### src/rtl/fsp_pkg.sv
// Purpose: Shared constants and types for the flash and serial PROM port.
// Assumes: A single 20 MHz clock drives the whole block.
// Notes:   Counts are derived from times in nanoseconds and rounded up.
package fsp_pkg;
  localparam int        CLK_MHZ          = 20;
  localparam int        FLASH_ADDR_W     = 17;
  localparam int        FLASH_DATA_W     = 8;
  localparam int        PROM_ADDR_W      = 6;
  localparam int        PROM_DATA_W      = 16;
  localparam int        PROM_WORDS       = 64;
  localparam int        PROM_CMD_BITS    = 9;
  localparam int        PROM_FRAME_BITS  = PROM_CMD_BITS + PROM_DATA_W;
  localparam logic [2:0] PROM_READ_CMD   = 3'h6;
  localparam int        FLASH_SETUP_NS   = 50;
  localparam int        FLASH_STROBE_NS  = 150;
  localparam int        FLASH_HOLD_NS    = 50;
  localparam int        PROM_HALF_NS     = 500;
  localparam int        PROM_DESEL_NS    = 500;
  localparam int        PIN_CLK_SEL      = 7;
  localparam int        PIN_AUX_PWR      = 1;
  localparam int        PIN_PROM_SK      = 15;
  localparam int        PIN_PROM_DO      = 14;
  localparam int        PIN_PROM_DI      = 13;
  localparam int        PIN_AUX_CLK      = 16;

  // Least time in cycles, rounded up and never below one cycle.
  function automatic logic [7:0] cycles_ceil(input int ns);
    int c;
    c = (ns * CLK_MHZ + 999) / 1000;
    if (c < 1) begin
      c = 1;
    end
    return c[7:0];
  endfunction

  localparam logic [7:0] FLASH_SETUP_CYC  = cycles_ceil(FLASH_SETUP_NS);
  localparam logic [7:0] FLASH_STROBE_CYC = cycles_ceil(FLASH_STROBE_NS);
  localparam logic [7:0] FLASH_HOLD_CYC   = cycles_ceil(FLASH_HOLD_NS);
  localparam logic [7:0] PROM_HALF_CYC    = cycles_ceil(PROM_HALF_NS);
  localparam logic [7:0] PROM_DESEL_CYC   = cycles_ceil(PROM_DESEL_NS);
  localparam logic [4:0] PROM_LAST_BIT    = 5'(PROM_FRAME_BITS - 1);
  localparam logic [5:0] PROM_LAST_WORD   = 6'(PROM_WORDS - 1);

  typedef enum logic [1:0] {OWN_IDLE, OWN_FLASH, OWN_PROM} fsp_owner_type;
  typedef enum logic [1:0] {FL_IDLE, FL_SETUP, FL_STROBE, FL_HOLD} fsp_fl_state_type;
  typedef enum logic [2:0] {PR_IDLE, PR_SELECT, PR_LOW, PR_HIGH, PR_DESEL} fsp_pr_state_type;
endpackage

### src/rtl/fsp_if.sv
// Purpose: Carriers between the port controller and its two sequencers.
// Assumes: All signals belong to the one clock domain.
// Notes:   The ctl side starts a cycle; the seq side runs it and drives pins.
`timescale 1ns/100ps
`default_nettype none
interface fsp_flash_if;
  logic                               start;
  logic                               write;
  logic [fsp_pkg::FLASH_ADDR_W-1:0]   addr;
  logic [fsp_pkg::FLASH_DATA_W-1:0]   wdata;
  logic [fsp_pkg::FLASH_DATA_W-1:0]   pin_data;
  logic                               done;
  logic [fsp_pkg::FLASH_DATA_W-1:0]   rdata;
  logic [fsp_pkg::FLASH_ADDR_W-1:0]   addr_out;
  logic [fsp_pkg::FLASH_DATA_W-1:0]   data_out;
  logic                               data_oe;
  logic                               cs_n;
  logic                               oe_n;
  logic                               we_n;
  modport seq (input start, write, addr, wdata, pin_data,
               output done, rdata, addr_out, data_out, data_oe, cs_n, oe_n, we_n);
  modport ctl (output start, write, addr, wdata, pin_data,
               input done, rdata, addr_out, data_out, data_oe, cs_n, oe_n, we_n);
endinterface

interface fsp_prom_if;
  logic                              start;
  logic                              do_in;
  logic                              done;
  logic                              word_valid;
  logic [fsp_pkg::PROM_ADDR_W-1:0]   word_index;
  logic [fsp_pkg::PROM_DATA_W-1:0]   word_data;
  logic                              sk;
  logic                              di;
  logic                              cs;
  modport seq (input start, do_in,
               output done, word_valid, word_index, word_data, sk, di, cs);
  modport ctl (output start, do_in,
               input done, word_valid, word_index, word_data, sk, di, cs);
endinterface
`default_nettype wire

### src/rtl/fsp_flash_seq.sv
// Purpose: Runs one parallel flash read or write cycle.
// Assumes: Start is given only while the sequencer is idle.
// Notes:   Address and select lead and trail the strobe by fixed counts.
`timescale 1ns/100ps
`default_nettype none
module fsp_flash_seq (
  input wire logic clk,
  input wire logic rst,
  input wire logic ce,
  fsp_flash_if.seq fl
);
  import fsp_pkg::*;

  fsp_fl_state_type          state, next_state;
  logic [7:0]                cnt, next_cnt;
  logic                      wr, next_wr;
  logic [FLASH_ADDR_W-1:0]   addr, next_addr;
  logic [FLASH_DATA_W-1:0]   wdata, next_wdata;
  logic [FLASH_DATA_W-1:0]   rdata, next_rdata;
  logic                      done, next_done;

  always_comb begin
    next_state = state;
    next_cnt   = cnt;
    next_wr    = wr;
    next_addr  = addr;
    next_wdata = wdata;
    next_rdata = rdata;
    next_done  = 1'b0;
    case (state)
      FL_IDLE: begin
        if (fl.start) begin
          next_state = FL_SETUP;
          next_cnt   = FLASH_SETUP_CYC;
          next_wr    = fl.write;
          next_addr  = fl.addr;
          next_wdata = fl.wdata;
        end
      end
      FL_SETUP: begin
        if (cnt == 8'h01) begin
          next_state = FL_STROBE;
          next_cnt   = FLASH_STROBE_CYC;
        end else begin
          next_cnt = cnt - 8'h01;
        end
      end
      FL_STROBE: begin
        if (cnt == 8'h01) begin
          next_state = FL_HOLD;
          next_cnt   = FLASH_HOLD_CYC;
          if (!wr) begin
            next_rdata = fl.pin_data;
          end
        end else begin
          next_cnt = cnt - 8'h01;
        end
      end
      FL_HOLD: begin
        if (cnt == 8'h01) begin
          next_state = FL_IDLE;
          next_done  = 1'b1;
        end else begin
          next_cnt = cnt - 8'h01;
        end
      end
      default: next_state = FL_IDLE;
    endcase
  end

  always_ff @(posedge clk) begin
    if (rst) begin
      state <= FL_IDLE;
      cnt   <= 8'h00;
      wr    <= 1'b0;
      addr  <= '0;
      wdata <= '0;
      rdata <= '0;
      done  <= 1'b0;
    end else if (ce) begin
      state <= next_state;
      cnt   <= next_cnt;
      wr    <= next_wr;
      addr  <= next_addr;
      wdata <= next_wdata;
      rdata <= next_rdata;
      done  <= next_done;
    end
  end

  assign fl.done     = done;
  assign fl.rdata    = rdata;
  assign fl.addr_out = addr;
  assign fl.data_out = wdata;
  assign fl.data_oe  = wr && (state != FL_IDLE);
  assign fl.cs_n     = (state == FL_IDLE);
  assign fl.oe_n     = !((state == FL_STROBE) && !wr);
  assign fl.we_n     = !((state == FL_STROBE) && wr);
endmodule // fsp_flash_seq
`default_nettype wire

### src/rtl/fsp_prom_seq.sv
// Purpose: Reads every word of the serial PROM after a start.
// Assumes: The PROM takes a start bit, a two-bit read code and a word address.
// Notes:   Data is sampled at the end of each shift clock high phase.
`timescale 1ns/100ps
`default_nettype none
module fsp_prom_seq (
  input wire logic clk,
  input wire logic rst,
  input wire logic ce,
  fsp_prom_if.seq  pr
);
  import fsp_pkg::*;

  fsp_pr_state_type         state, next_state;
  logic [7:0]               cnt, next_cnt;
  logic [4:0]               bitn, next_bitn;
  logic [PROM_ADDR_W-1:0]   word, next_word;
  logic [PROM_DATA_W-1:0]   shreg, next_shreg;
  logic                     valid, next_valid;
  logic                     done, next_done;
  logic [PROM_CMD_BITS-1:0] cmd;

  assign cmd = {PROM_READ_CMD, word};

  always_comb begin
    next_state = state;
    next_cnt   = cnt;
    next_bitn  = bitn;
    next_word  = word;
    next_shreg = shreg;
    next_valid = 1'b0;
    next_done  = 1'b0;
    case (state)
      PR_IDLE: begin
        if (pr.start) begin
          next_state = PR_SELECT;
          next_cnt   = PROM_HALF_CYC;
          next_word  = '0;
        end
      end
      PR_SELECT: begin
        if (cnt == 8'h01) begin
          next_state = PR_LOW;
          next_cnt   = PROM_HALF_CYC;
          next_bitn  = 5'h00;
        end else begin
          next_cnt = cnt - 8'h01;
        end
      end
      PR_LOW: begin
        if (cnt == 8'h01) begin
          next_state = PR_HIGH;
          next_cnt   = PROM_HALF_CYC;
        end else begin
          next_cnt = cnt - 8'h01;
        end
      end
      PR_HIGH: begin
        if (cnt == 8'h01) begin
          next_cnt = PROM_HALF_CYC;
          if (bitn >= 5'(PROM_CMD_BITS)) begin
            next_shreg = {shreg[PROM_DATA_W-2:0], pr.do_in};
          end
          if (bitn == PROM_LAST_BIT) begin
            next_state = PR_DESEL;
            next_cnt   = PROM_DESEL_CYC;
            next_valid = 1'b1;
          end else begin
            next_state = PR_LOW;
            next_bitn  = bitn + 5'h01;
          end
        end else begin
          next_cnt = cnt - 8'h01;
        end
      end
      PR_DESEL: begin
        if (cnt == 8'h01) begin
          if (word == PROM_LAST_WORD) begin
            next_state = PR_IDLE;
            next_done  = 1'b1;
          end else begin
            next_state = PR_SELECT;
            next_cnt   = PROM_HALF_CYC;
            next_word  = word + 6'h01;
          end
        end else begin
          next_cnt = cnt - 8'h01;
        end
      end
      default: next_state = PR_IDLE;
    endcase
  end

  always_ff @(posedge clk) begin
    if (rst) begin
      state <= PR_IDLE;
      cnt   <= 8'h00;
      bitn  <= 5'h00;
      word  <= '0;
      shreg <= '0;
      valid <= 1'b0;
      done  <= 1'b0;
    end else if (ce) begin
      state <= next_state;
      cnt   <= next_cnt;
      bitn  <= next_bitn;
      word  <= next_word;
      shreg <= next_shreg;
      valid <= next_valid;
      done  <= next_done;
    end
  end

  assign pr.done       = done;
  assign pr.word_valid = valid;
  assign pr.word_index = word;
  assign pr.word_data  = shreg;
  assign pr.sk         = (state == PR_HIGH);
  assign pr.di         = ((state == PR_LOW) || (state == PR_HIGH)) &&
                         (bitn < 5'(PROM_CMD_BITS)) &&
                         cmd[4'(PROM_CMD_BITS - 1) - bitn[3:0]];
  assign pr.cs         = (state != PR_IDLE) && (state != PR_DESEL);
endmodule // fsp_prom_seq
`default_nettype wire

### src/rtl/fsp_top.sv
// Purpose: Local memory port: byte-wide flash and serial PROM on shared pins.
// Assumes: Inputs are synchronous to CLK; straps settle while RST is high.
// Notes:   Two address pins are read as straps in reset; four pins (13 to 16) are muxed.
`timescale 1ns/100ps
`default_nettype none
module fsp_top (
  input  wire logic                                CLK,
  input  wire logic                                RST,
  input  wire logic                                CE,
  input  wire logic                                POWERUP_RESET_N,
  input  wire logic                                ISOLATE_N,
  input  wire logic                                OSC25,
  input  wire logic                                FLASH_REQ,
  input  wire logic                                FLASH_WRITE,
  input  wire logic [fsp_pkg::FLASH_ADDR_W-1:0]    FLASH_ADDR,
  input  wire logic [fsp_pkg::FLASH_DATA_W-1:0]    FLASH_WDATA,
  output var  logic                                FLASH_ACK,
  output var  logic [fsp_pkg::FLASH_DATA_W-1:0]    FLASH_RDATA,
  output var  logic                                INIT_WORD_VALID,
  output var  logic [fsp_pkg::PROM_ADDR_W-1:0]     INIT_WORD_INDEX,
  output var  logic [fsp_pkg::PROM_DATA_W-1:0]     INIT_WORD_DATA,
  output var  logic                                INIT_DONE,
  output var  logic                                CLOCK_SELECT_STRAP,
  output var  logic                                AUX_POWER_STRAP,
  input  wire logic                                FLA7_IN,
  input  wire logic                                FLA1_IN,
  input  wire logic                                FLA14_IN,
  output var  logic [fsp_pkg::FLASH_ADDR_W-1:0]    FLASH_ADDR_BUS,
  output var  logic [fsp_pkg::FLASH_ADDR_W-1:0]    FLASH_ADDR_BUS_OE,
  input  wire logic [fsp_pkg::FLASH_DATA_W-1:0]    FLASH_DATA_BUS_IN,
  output var  logic [fsp_pkg::FLASH_DATA_W-1:0]    FLASH_DATA_BUS,
  output var  logic                                FLASH_DATA_BUS_OE,
  output var  logic                                SERIAL_PROM_SELECT,
  output var  logic                                FLASH_SELECT_N,
  output var  logic                                FLASH_READ_STROBE_N,
  output var  logic                                FLASH_WRITE_STROBE_N
);
  import fsp_pkg::*;

  fsp_flash_if fl ();
  fsp_prom_if  pr ();

  logic                     any_reset;
  logic                     seq_reset;
  fsp_owner_type            owner, next_owner;
  logic                     init_pending, next_init_pending;
  logic                     init_done, next_init_done;
  logic                     clk_strap, next_clk_strap;
  logic                     aux_strap, next_aux_strap;
  logic                     fl_start;
  logic                     pr_start;
  logic [FLASH_ADDR_W-1:0]  pin_addr, next_pin_addr;
  logic [FLASH_ADDR_W-1:0]  pin_addr_oe, next_pin_addr_oe;
  logic [FLASH_DATA_W-1:0]  pin_data, next_pin_data;
  logic                     pin_data_oe, next_pin_data_oe;
  logic                     pin_prom_cs, next_pin_prom_cs;
  logic                     pin_fl_cs_n, next_pin_fl_cs_n;
  logic                     pin_fl_oe_n, next_pin_fl_oe_n;
  logic                     pin_fl_we_n, next_pin_fl_we_n;

  // Isolation holds the port quiet like a reset and reloads on release.
  assign any_reset = RST || !POWERUP_RESET_N;
  assign seq_reset = any_reset || !ISOLATE_N;

  assign fl.start    = fl_start;
  assign fl.write    = FLASH_WRITE;
  assign fl.addr     = FLASH_ADDR;
  assign fl.wdata    = FLASH_WDATA;
  assign fl.pin_data = FLASH_DATA_BUS_IN;
  assign pr.start    = pr_start;
  assign pr.do_in    = FLA14_IN;

  fsp_flash_seq u_flash (
    .clk (CLK),
    .rst (seq_reset),
    .ce  (CE),
    .fl  (fl)
  );

  fsp_prom_seq u_prom (
    .clk (CLK),
    .rst (seq_reset),
    .ce  (CE),
    .pr  (pr)
  );

  // Owner arbitration: one sequencer at a time, PROM load before any flash.
  always_comb begin
    next_owner        = owner;
    next_init_pending = init_pending;
    next_init_done    = init_done;
    fl_start          = 1'b0;
    pr_start          = 1'b0;
    case (owner)
      OWN_IDLE: begin
        if (init_pending) begin
          pr_start          = 1'b1;
          next_owner        = OWN_PROM;
          next_init_pending = 1'b0;
        end else if (FLASH_REQ && init_done) begin
          fl_start   = 1'b1;
          next_owner = OWN_FLASH;
        end
      end
      OWN_PROM: begin
        if (pr.done) begin
          next_owner     = OWN_IDLE;
          next_init_done = 1'b1;
        end
      end
      OWN_FLASH: begin
        if (fl.done) begin
          next_owner = OWN_IDLE;
        end
      end
      default: next_owner = OWN_IDLE;
    endcase
  end

  always_ff @(posedge CLK) begin
    if (seq_reset) begin
      owner        <= OWN_IDLE;
      init_pending <= 1'b1;
      init_done    <= 1'b0;
    end else if (CE) begin
      owner        <= next_owner;
      init_pending <= next_init_pending;
      init_done    <= next_init_done;
    end
  end

  // Straps follow their pins for as long as the bus reset is held.
  always_comb begin
    next_clk_strap = clk_strap;
    next_aux_strap = aux_strap;
    if (RST) begin
      next_clk_strap = FLA7_IN;
      next_aux_strap = FLA1_IN;
    end
  end

  always_ff @(posedge CLK) begin
    if (CE) begin
      clk_strap <= next_clk_strap;
      aux_strap <= next_aux_strap;
    end
  end

  // Pin multiplexer; every pad output is registered.
  always_comb begin
    next_pin_addr    = '0;
    next_pin_addr_oe = '1;
    next_pin_data    = fl.data_out;
    next_pin_data_oe = fl.data_oe;
    next_pin_prom_cs = pr.cs;
    next_pin_fl_cs_n = fl.cs_n;
    next_pin_fl_oe_n = fl.oe_n;
    next_pin_fl_we_n = fl.we_n;
    if (owner == OWN_FLASH) begin
      next_pin_addr = fl.addr_out;
    end else if (owner == OWN_PROM) begin
      next_pin_addr[PIN_PROM_SK]    = pr.sk;
      next_pin_addr[PIN_PROM_DI]    = pr.di;
      next_pin_addr_oe[PIN_PROM_DO] = 1'b0;
    end
    if (clk_strap) begin
      next_pin_addr[PIN_AUX_CLK] = OSC25;
    end
    if (seq_reset) begin
      next_pin_addr_oe = '0;
      next_pin_data_oe = 1'b0;
      next_pin_prom_cs = 1'b0;
      next_pin_fl_cs_n = 1'b1;
      next_pin_fl_oe_n = 1'b1;
      next_pin_fl_we_n = 1'b1;
    end
  end

  always_ff @(posedge CLK) begin
    if (RST) begin
      pin_addr    <= '0;
      pin_addr_oe <= '0;
      pin_data    <= '0;
      pin_data_oe <= 1'b0;
      pin_prom_cs <= 1'b0;
      pin_fl_cs_n <= 1'b1;
      pin_fl_oe_n <= 1'b1;
      pin_fl_we_n <= 1'b1;
    end else if (CE) begin
      pin_addr    <= next_pin_addr;
      pin_addr_oe <= next_pin_addr_oe;
      pin_data    <= next_pin_data;
      pin_data_oe <= next_pin_data_oe;
      pin_prom_cs <= next_pin_prom_cs;
      pin_fl_cs_n <= next_pin_fl_cs_n;
      pin_fl_oe_n <= next_pin_fl_oe_n;
      pin_fl_we_n <= next_pin_fl_we_n;
    end
  end

  assign FLASH_ACK            = fl.done;
  assign FLASH_RDATA          = fl.rdata;
  assign INIT_WORD_VALID      = pr.word_valid;
  assign INIT_WORD_INDEX      = pr.word_index;
  assign INIT_WORD_DATA       = pr.word_data;
  assign INIT_DONE            = init_done;
  assign CLOCK_SELECT_STRAP   = clk_strap;
  assign AUX_POWER_STRAP      = aux_strap;
  assign FLASH_ADDR_BUS       = pin_addr;
  assign FLASH_ADDR_BUS_OE    = pin_addr_oe;
  assign FLASH_DATA_BUS       = pin_data;
  assign FLASH_DATA_BUS_OE    = pin_data_oe;
  assign SERIAL_PROM_SELECT   = pin_prom_cs;
  assign FLASH_SELECT_N       = pin_fl_cs_n;
  assign FLASH_READ_STROBE_N  = pin_fl_oe_n;
  assign FLASH_WRITE_STROBE_N = pin_fl_we_n;
endmodule // fsp_top
`default_nettype wire

### config.mk
export PLATFORM = sky130hd
export DESIGN_NAME = fsp_top
export DESIGN_NICKNAME = d
export VERILOG_FILES = /design/src/rtl/fsp_pkg.sv /design/src/rtl/fsp_if.sv /design/src/rtl/fsp_flash_seq.sv /design/src/rtl/fsp_prom_seq.sv /design/src/rtl/fsp_top.sv
export SDC_FILE = /design/constraint.sdc
export NUM_CORES = 1
export LEC_CHECK = 0
export ABC_AREA = 1
export BUFFER_PORTS_ARGS = -buffer_cell sky130_fd_sc_hd__buf_2
export CAP_MARGIN = 20
export CORE_UTILIZATION = 38
export DETAILED_ROUTE_END_ITERATION = 7
export PLACE_DENSITY = 0.57
export SLEW_MARGIN = 20
export SYNTH_ARGS = -nofsm -noshare
export SYNTH_HDL_FRONTEND = slang
export SYNTH_SLANG_ARGS = --single-unit
### constraint.sdc
create_clock -name CLK -period 1.87 [get_ports CLK]
set_clock_uncertainty 0.2 [all_clocks]
set_input_delay 0.2805 -clock CLK [delete_from_list [all_inputs] [get_ports CLK]]
set_output_delay 0.2805 -clock CLK [all_outputs]
set_load 0.02 [all_outputs]
== Word level (Yosys, flattened, before mapping) ==
Cells that the tools add are included.

* Flip-flop bits (word level): 138
* Latch bits: 0
* RAM bits: 0
* Bits in read-only memories: 0
* Bits of input ports: 44
* Output and inout bits: 82
* Word-level logic and storage cells: 170
* Memories: 0

* Add/subtract/negate cells: 5
* Multiply operators: 0
* Div/mod/pow operators: 0
* Order comparisons: 3
* Equal/unequal tests: 30
* Shifts and indexed selects: 0
* Multiplexer cells: 67
* Bitwise operators: 1
* Reductions and logical operators: 37

{| class="wikitable"
|+ Operators with widths
! cell !! number
|-
| 2-to-1 mux 8 bit || 8
|-
| case mux 8 bit (4 select lines) || 1
|-
| 2-to-1 mux 1 bit || 29
|-
| case mux 8 bit (3 select lines) || 1
|-
| 2-to-1 mux 3 bit || 6
|-
| 2-to-1 mux 6 bit || 3
|-
| != test 2 x 1 -> 1 bit, second input constant || 9
|-
| 2-to-1 mux 17 bit || 1
|-
| == test 8 x 1 -> 1 bit, second input constant || 2
|-
| 2-to-1 mux 2 bit || 8
|-
| AND reduction 4 bit || 4
|-
| subtractor 8 x 1 -> 8 bit, second input constant || 2
|-
| 2-to-1 mux 5 bit || 3
|-
| case mux 3 bit (5 select lines) || 1
|-
| AND reduction 5 bit || 3
|-
| 2-to-1 mux 13 bit || 1
|-
| case mux 6 bit (2 select lines) || 1
|-
| != test 2 bit, second input constant || 5
|-
| case mux 5 bit (2 select lines) || 1
|-
| != test 3 bit, second input constant || 3
|-
| AND reduction 3 bit || 3
|-
| case mux 2 bit (4 select lines) || 1
|-
| logical AND 1 bit || 7
|-
| adder 6 x 1 -> 6 bit, second input constant || 1
|-
| 24 further kinds || 39
|}

== Depth between registers and ports, before layout ==
* Word-level depth: 6
* Mapped depth: 11
* Mapped depth without buffers: 10

== Hierarchy ==
Synthesis repeated with hierarchy kept, for this count alone.

* Cell total of the unflattened synthesis: 805
* Area total of the unflattened synthesis: 5891.9 µm²

{| class="wikitable"
|+ Modules (own cells, without submodules)
! module !! instances !! cells an instance !! area an instance (µm²) !! sequential area each (µm²)
|-
| fsp_prom_seq || 1 || 330 || 2287.2 || 800.8
|-
| fsp_flash_seq || 1 || 276 || 2008.2 || 900.9
|-
| fsp_top || 1 || 199 || 1596.5 || 780.7
|}

== Worst setup path after synthesis ==
No wires, ideal clock.

* Path kind: reg-to-reg
* Start: reg u_prom.word[1], in the netlist u_prom.pr.word_index[1]
* End: reg u_prom.word[1], in the netlist u_prom.pr.word_index[1]
* Library setup time: 0.117 ns
* Data arrival time: 1.410 ns
* Required time: 1.553 ns
* Path slack: 0.142 ns
* Cell stages (with the launch flop): 9
* Buffers on the path: 0
* Clock period less this slack: 1.728 ns
* Cells stage by stage: dfxtp_1 -> ha_1 -> nand2_1 -> o21ai_0 -> nand2_1 -> nand2_1 -> nand2_1 -> nand2_1 -> nor2_1

* Longest elaborated chain between the ends: 4
* Elaborated cells between the ends (all ways): 7
* Classes of those cells: add/sub (1); eq/ne (2); mux (3); reduce/logical (1)

{| class="wikitable"
|+ RTL lines
! item !! RTL line !! text
|-
| from (decl) || fsp_prom_seq.sv:17 || <nowiki>logic [PROM_ADDR_W-1:0] word, next_word;</nowiki>
|-
| from (signal assigned) || fsp_prom_seq.sv:107 || <nowiki>word <= next_word;</nowiki>
|-
| adder 6 x 1 -> 6 bit || fsp_prom_seq.sv:84 || <nowiki>next_word = word + 6'h01;</nowiki>
|-
| 2-to-1 mux 6 bit || fsp_prom_seq.sv:78 || <nowiki>if (word == PROM_LAST_WORD) begin</nowiki>
|-
| 2-to-1 mux 6 bit || fsp_prom_seq.sv:77 || <nowiki>if (cnt == 8'h01) begin</nowiki>
|-
| case mux 6 bit (2 select lines) || fsp_prom_seq.sv:33 || <nowiki>case (state)</nowiki>
|}

Parallel ways exist; a longest one is shown, timed or not. The select of a mux whose other input is x is not followed.
A chain may end at the register's enable or synchronous reset.

== Worst setup path after layout ==
* Start: reg u_prom.cnt[1]
* End: reg u_prom.shreg[7], in the netlist u_prom.pr.word_data[7]

* Longest elaborated chain between the ends: 2

{| class="wikitable"
|+ RTL lines
! item !! RTL line !! text
|-
| from (decl) || fsp_prom_seq.sv:15 || <nowiki>logic [7:0] cnt, next_cnt;</nowiki>
|-
| from (signal assigned) || fsp_prom_seq.sv:105 || <nowiki>cnt <= next_cnt;</nowiki>
|-
| == test 8 x 1 -> 1 bit || fsp_prom_seq.sv:59 || <nowiki>if (cnt == 8'h01) begin</nowiki>
|-
| AND reduction 4 bit (no source line) || n/a ||
|-
| to (signal assigned) || fsp_prom_seq.sv:108 || <nowiki>shreg <= next_shreg;</nowiki>
|-
| to (decl) || fsp_prom_seq.sv:18 || <nowiki>logic [PROM_DATA_W-1:0] shreg, next_shreg;</nowiki>
|}

No other way between the ends.

==> results.sh <==
export IMPL_core_um2=14100
export IMPL_layout_drive_gt1_share_pct=24.97
export IMPL_drv_slew=0
export IMPL_max_cap_violations=0
export IMPL_hold_viol_final=0
export IMPL_cp_required_ps=1980
export IMPL_timing_rr_end="u_prom.pr.word_data[7]"
export IMPL_syn_inst=775
export IMPL_yosysMostFrequentCell="nor2_1"
export IMPL_r2r_slack_ps=130
export IMPL_slew_headroom_pct=73.87
export IMPL_timing_hold_ws_ps=137.7
export IMPL_ys_warn_count=0
export IMPL_hold_path_endpoint="init_pending"
export IMPL_synth_top_cell_by_area="dfxtp_1"
export IMPL_final_cell_area_um2=7685
export IMPL_start_util_pct=39.68
export IMPL_n_antenna_cell=0
export IMPL_post_place_ws_ps=-14.51
export IMPL_wl_um=15130
export IMPL_cts_tree="yes"
export IMPL_finalPower_mw=6.670
export IMPL_vias_per_cell=4.742
export IMPL_dp_hpwl_um=10210
export IMPL_cp_start_kind="register"
export IMPL_syn_area_um2=5593
export IMPL_arrival_ps=1850
export IMPL_irDropWorstVdd_mv=0.7803
export IMPL_die_h_um=123.3
export IMPL_setup_slack_ps=128.2
export IMPL_grt_pass1_wl_um=24030
export IMPL_outcome="complete, no violations"
export IMPL_hp_class="in -> reg"
export IMPL_route_detailed_drc=0
export IMPL_htreeDepth=4
export IMPL_fin_util_pct=54.52
export IMPL_fin_crit_ps=1742
export IMPL_synthArstFlopShare_pct=0
export IMPL_power_density_nw_per_um2=868.0
export IMPL_nFillCells=1350
export IMPL_wl_per_cell_um=13.08
export IMPL_io_pins=126
export IMPL_clockBufferDepth=2
export IMPL_fmax_mhz=574.1
export IMPL_fin_cells=1157
export IMPL_clock_root_buffer="clkbuf_16"
export IMPL_r2r_start="u_prom.cnt[1]"
export IMPL_yosys_top_cells_area="dfxtp_1 (43%), nor2_1 (11%), o21ai_0 (8.4%)"
export IMPL_path_clk_slew_ps=60
export IMPL_fp_dieW_um=123.3
export IMPL_crit_type="reg -> reg"
export IMPL_vias=5487
export IMPL_routabilityCongestion=0.8228
export IMPL_holdCritStartpoint="CE"
export IMPL_synth_top_area_share_pct=43.31
export IMPL_r2r_cells=9
export IMPL_area_growth_pct=37.40
export IMPL_ys_types=38
export IMPL_dieArea_um2=15210
export IMPL_io_buffer_count=125
export IMPL_numCtsBuffers=17
export IMPL_placedCellCount=1084
export IMPL_gr_total_overflow=0
export IMPL_synth_seq_area_share_pct=44.38
export IMPL_drt_antenna_violating_nets=0
export IMPL_antenna_found_initial=0
export IMPL_place_area_um2=6594
export IMPL_rows=43
export IMPL_drtIter0Drc=322
export IMPL_worstSetupEndpointType="register"
export IMPL_first_pass_iters=5
export IMPL_hold_depth=4
export IMPL_grt_max_degree=41
export IMPL_synth_avg_cell_area_um2=7.217
export IMPL_fin_crit_sh_pct=93.14
export IMPL_nets=1021
export IMPL_worstPathMaxFanout=8
export IMPL_clock_sinks=123
export IMPL_synth_edf_count=2
export IMPL_fin_tns_setup_ps=0
export IMPL_clk_latency_ps=410
export IMPL_synth_seq_cells=123
export IMPL_grt_total_usage_pct=20.36
export IMPL_synth_ff_type="dfxtp_1"
export IMPL_grt_pass1_vias=5033
export IMPL_worstMarginPinSlew_ps=391.6
export IMPL_ys_top_cells_by_count="nor2_1 (159), nand2_1 (122), dfxtp_1 (121)"
export IMPL_finalSetupViolations=0
export IMPL_leakagePower_nw=3.491
export IMPL_syn_num_nets=832
-- layout make-up --
cell class,count,area [µm²],share of cell area (%)
clock inverter,10,165.2,2.149
clock buffer,22,464.2,6.040
inverter,63,240.2,3.126
sequential,123,2485,32.33
tap,180,225.2,2.931
timing repair buffer,214,1433,18.64
multi-input combinational,545,2673,34.78
-- metal layers --
layer  global-route usage, %  part of all wire (%)
met5                       0                     0
met4                   7.455                   1.4
met2                   33.83                    48
met3                   5.581                   4.6
met1                   25.06                    46
-- worst max-delay path, stage by stage, from the launching register on --
cell,delay [ps]
dfxtp_1,320
inv_1,70
ha_1,150
nand3_2,140
nor2_8,160
nand2_4,80
clkinvlp_4,130
nand3_4,140
o21ai_0,190
nor2_1,50
-- layout by cell type (no fill, tap or decap), types with 6 or more instances in the layout --
cell type	count
a21oi_1	62
buf_2	125
buf_4	46
clkbuf_16	17
dfxtp_1	119
dlygate4sd3_1	39
ha_1	13
inv_1	55
inv_2	6
nand2_1	121
nand3_1	37
nand4_1	7
nor2_1	157
nor2_2	8
nor3_1	7
o21ai_0	81
o21ai_1	12
-- registers in the layout, indices dropped and copies added (netlist names), 2 cells and up --
register,flops
FLASH_ADDR_BUS,17
u_flash.fl.addr_out,17
u_prom.pr.word_data,16
FLASH_DATA_BUS,8
u_flash.cnt,8
u_flash.fl.data_out,8
u_flash.fl.rdata,8
u_prom.cnt,8
u_prom.pr.word_index,6
u_prom.bitn,5
u_prom.state,3
FLASH_ADDR_BUS_OE,2
owner,2
u_flash.state,2
-- where the power goes --
| group | internal (mW) | switching, mW |
|---|---|---|
| logic | 0.212 | 0.272 |
| clock network | 2.30 | 1.19 |
| registers | 2.67 | 0.0249 |
| total | 5.18 | 1.49 |
-- cells by family after synthesis --
| logic type | synth area share [%] |
|---|---|
| AO/OA/AOI/OAI | 15.08 |
| XOR/XNOR | 1.096 |
| adder cells (fa/ha/maj) | 2.908 |
| buffers and inverters | 8.792 |
| flip-flops | 44.38 |
| AND/OR/NAND/NOR | 27.74 |
-- worst max path at each step --
stage                                       start                 endpoint  slack [ps]  depth (start not counted)
after floorplan           u_prom.pr.word_index[1]  u_prom.pr.word_index[1]         140                          8
after global placement              u_prom.cnt[1]  u_prom.pr.word_data[10]           7                          9
after detailed placement            u_prom.cnt[1]   u_prom.pr.word_data[1]         -10                          9
after CTS                           u_prom.cnt[1]   u_prom.pr.word_data[1]          80                          9
after global routing              u_prom.state[0]           u_prom.bitn[1]          -2                          9
final                               u_prom.cnt[1]   u_prom.pr.word_data[7]         130                          9
-- what timing repair did --
action,CTS,global route
setup buffers,0,1
hold endpoints to repair,40,0
cloned,0,1
hold buffers,39,0
setup endpoints to repair,8,44
resized for setup,2,26
pin swaps,0,2
Power figures use the tool's default switching activity.
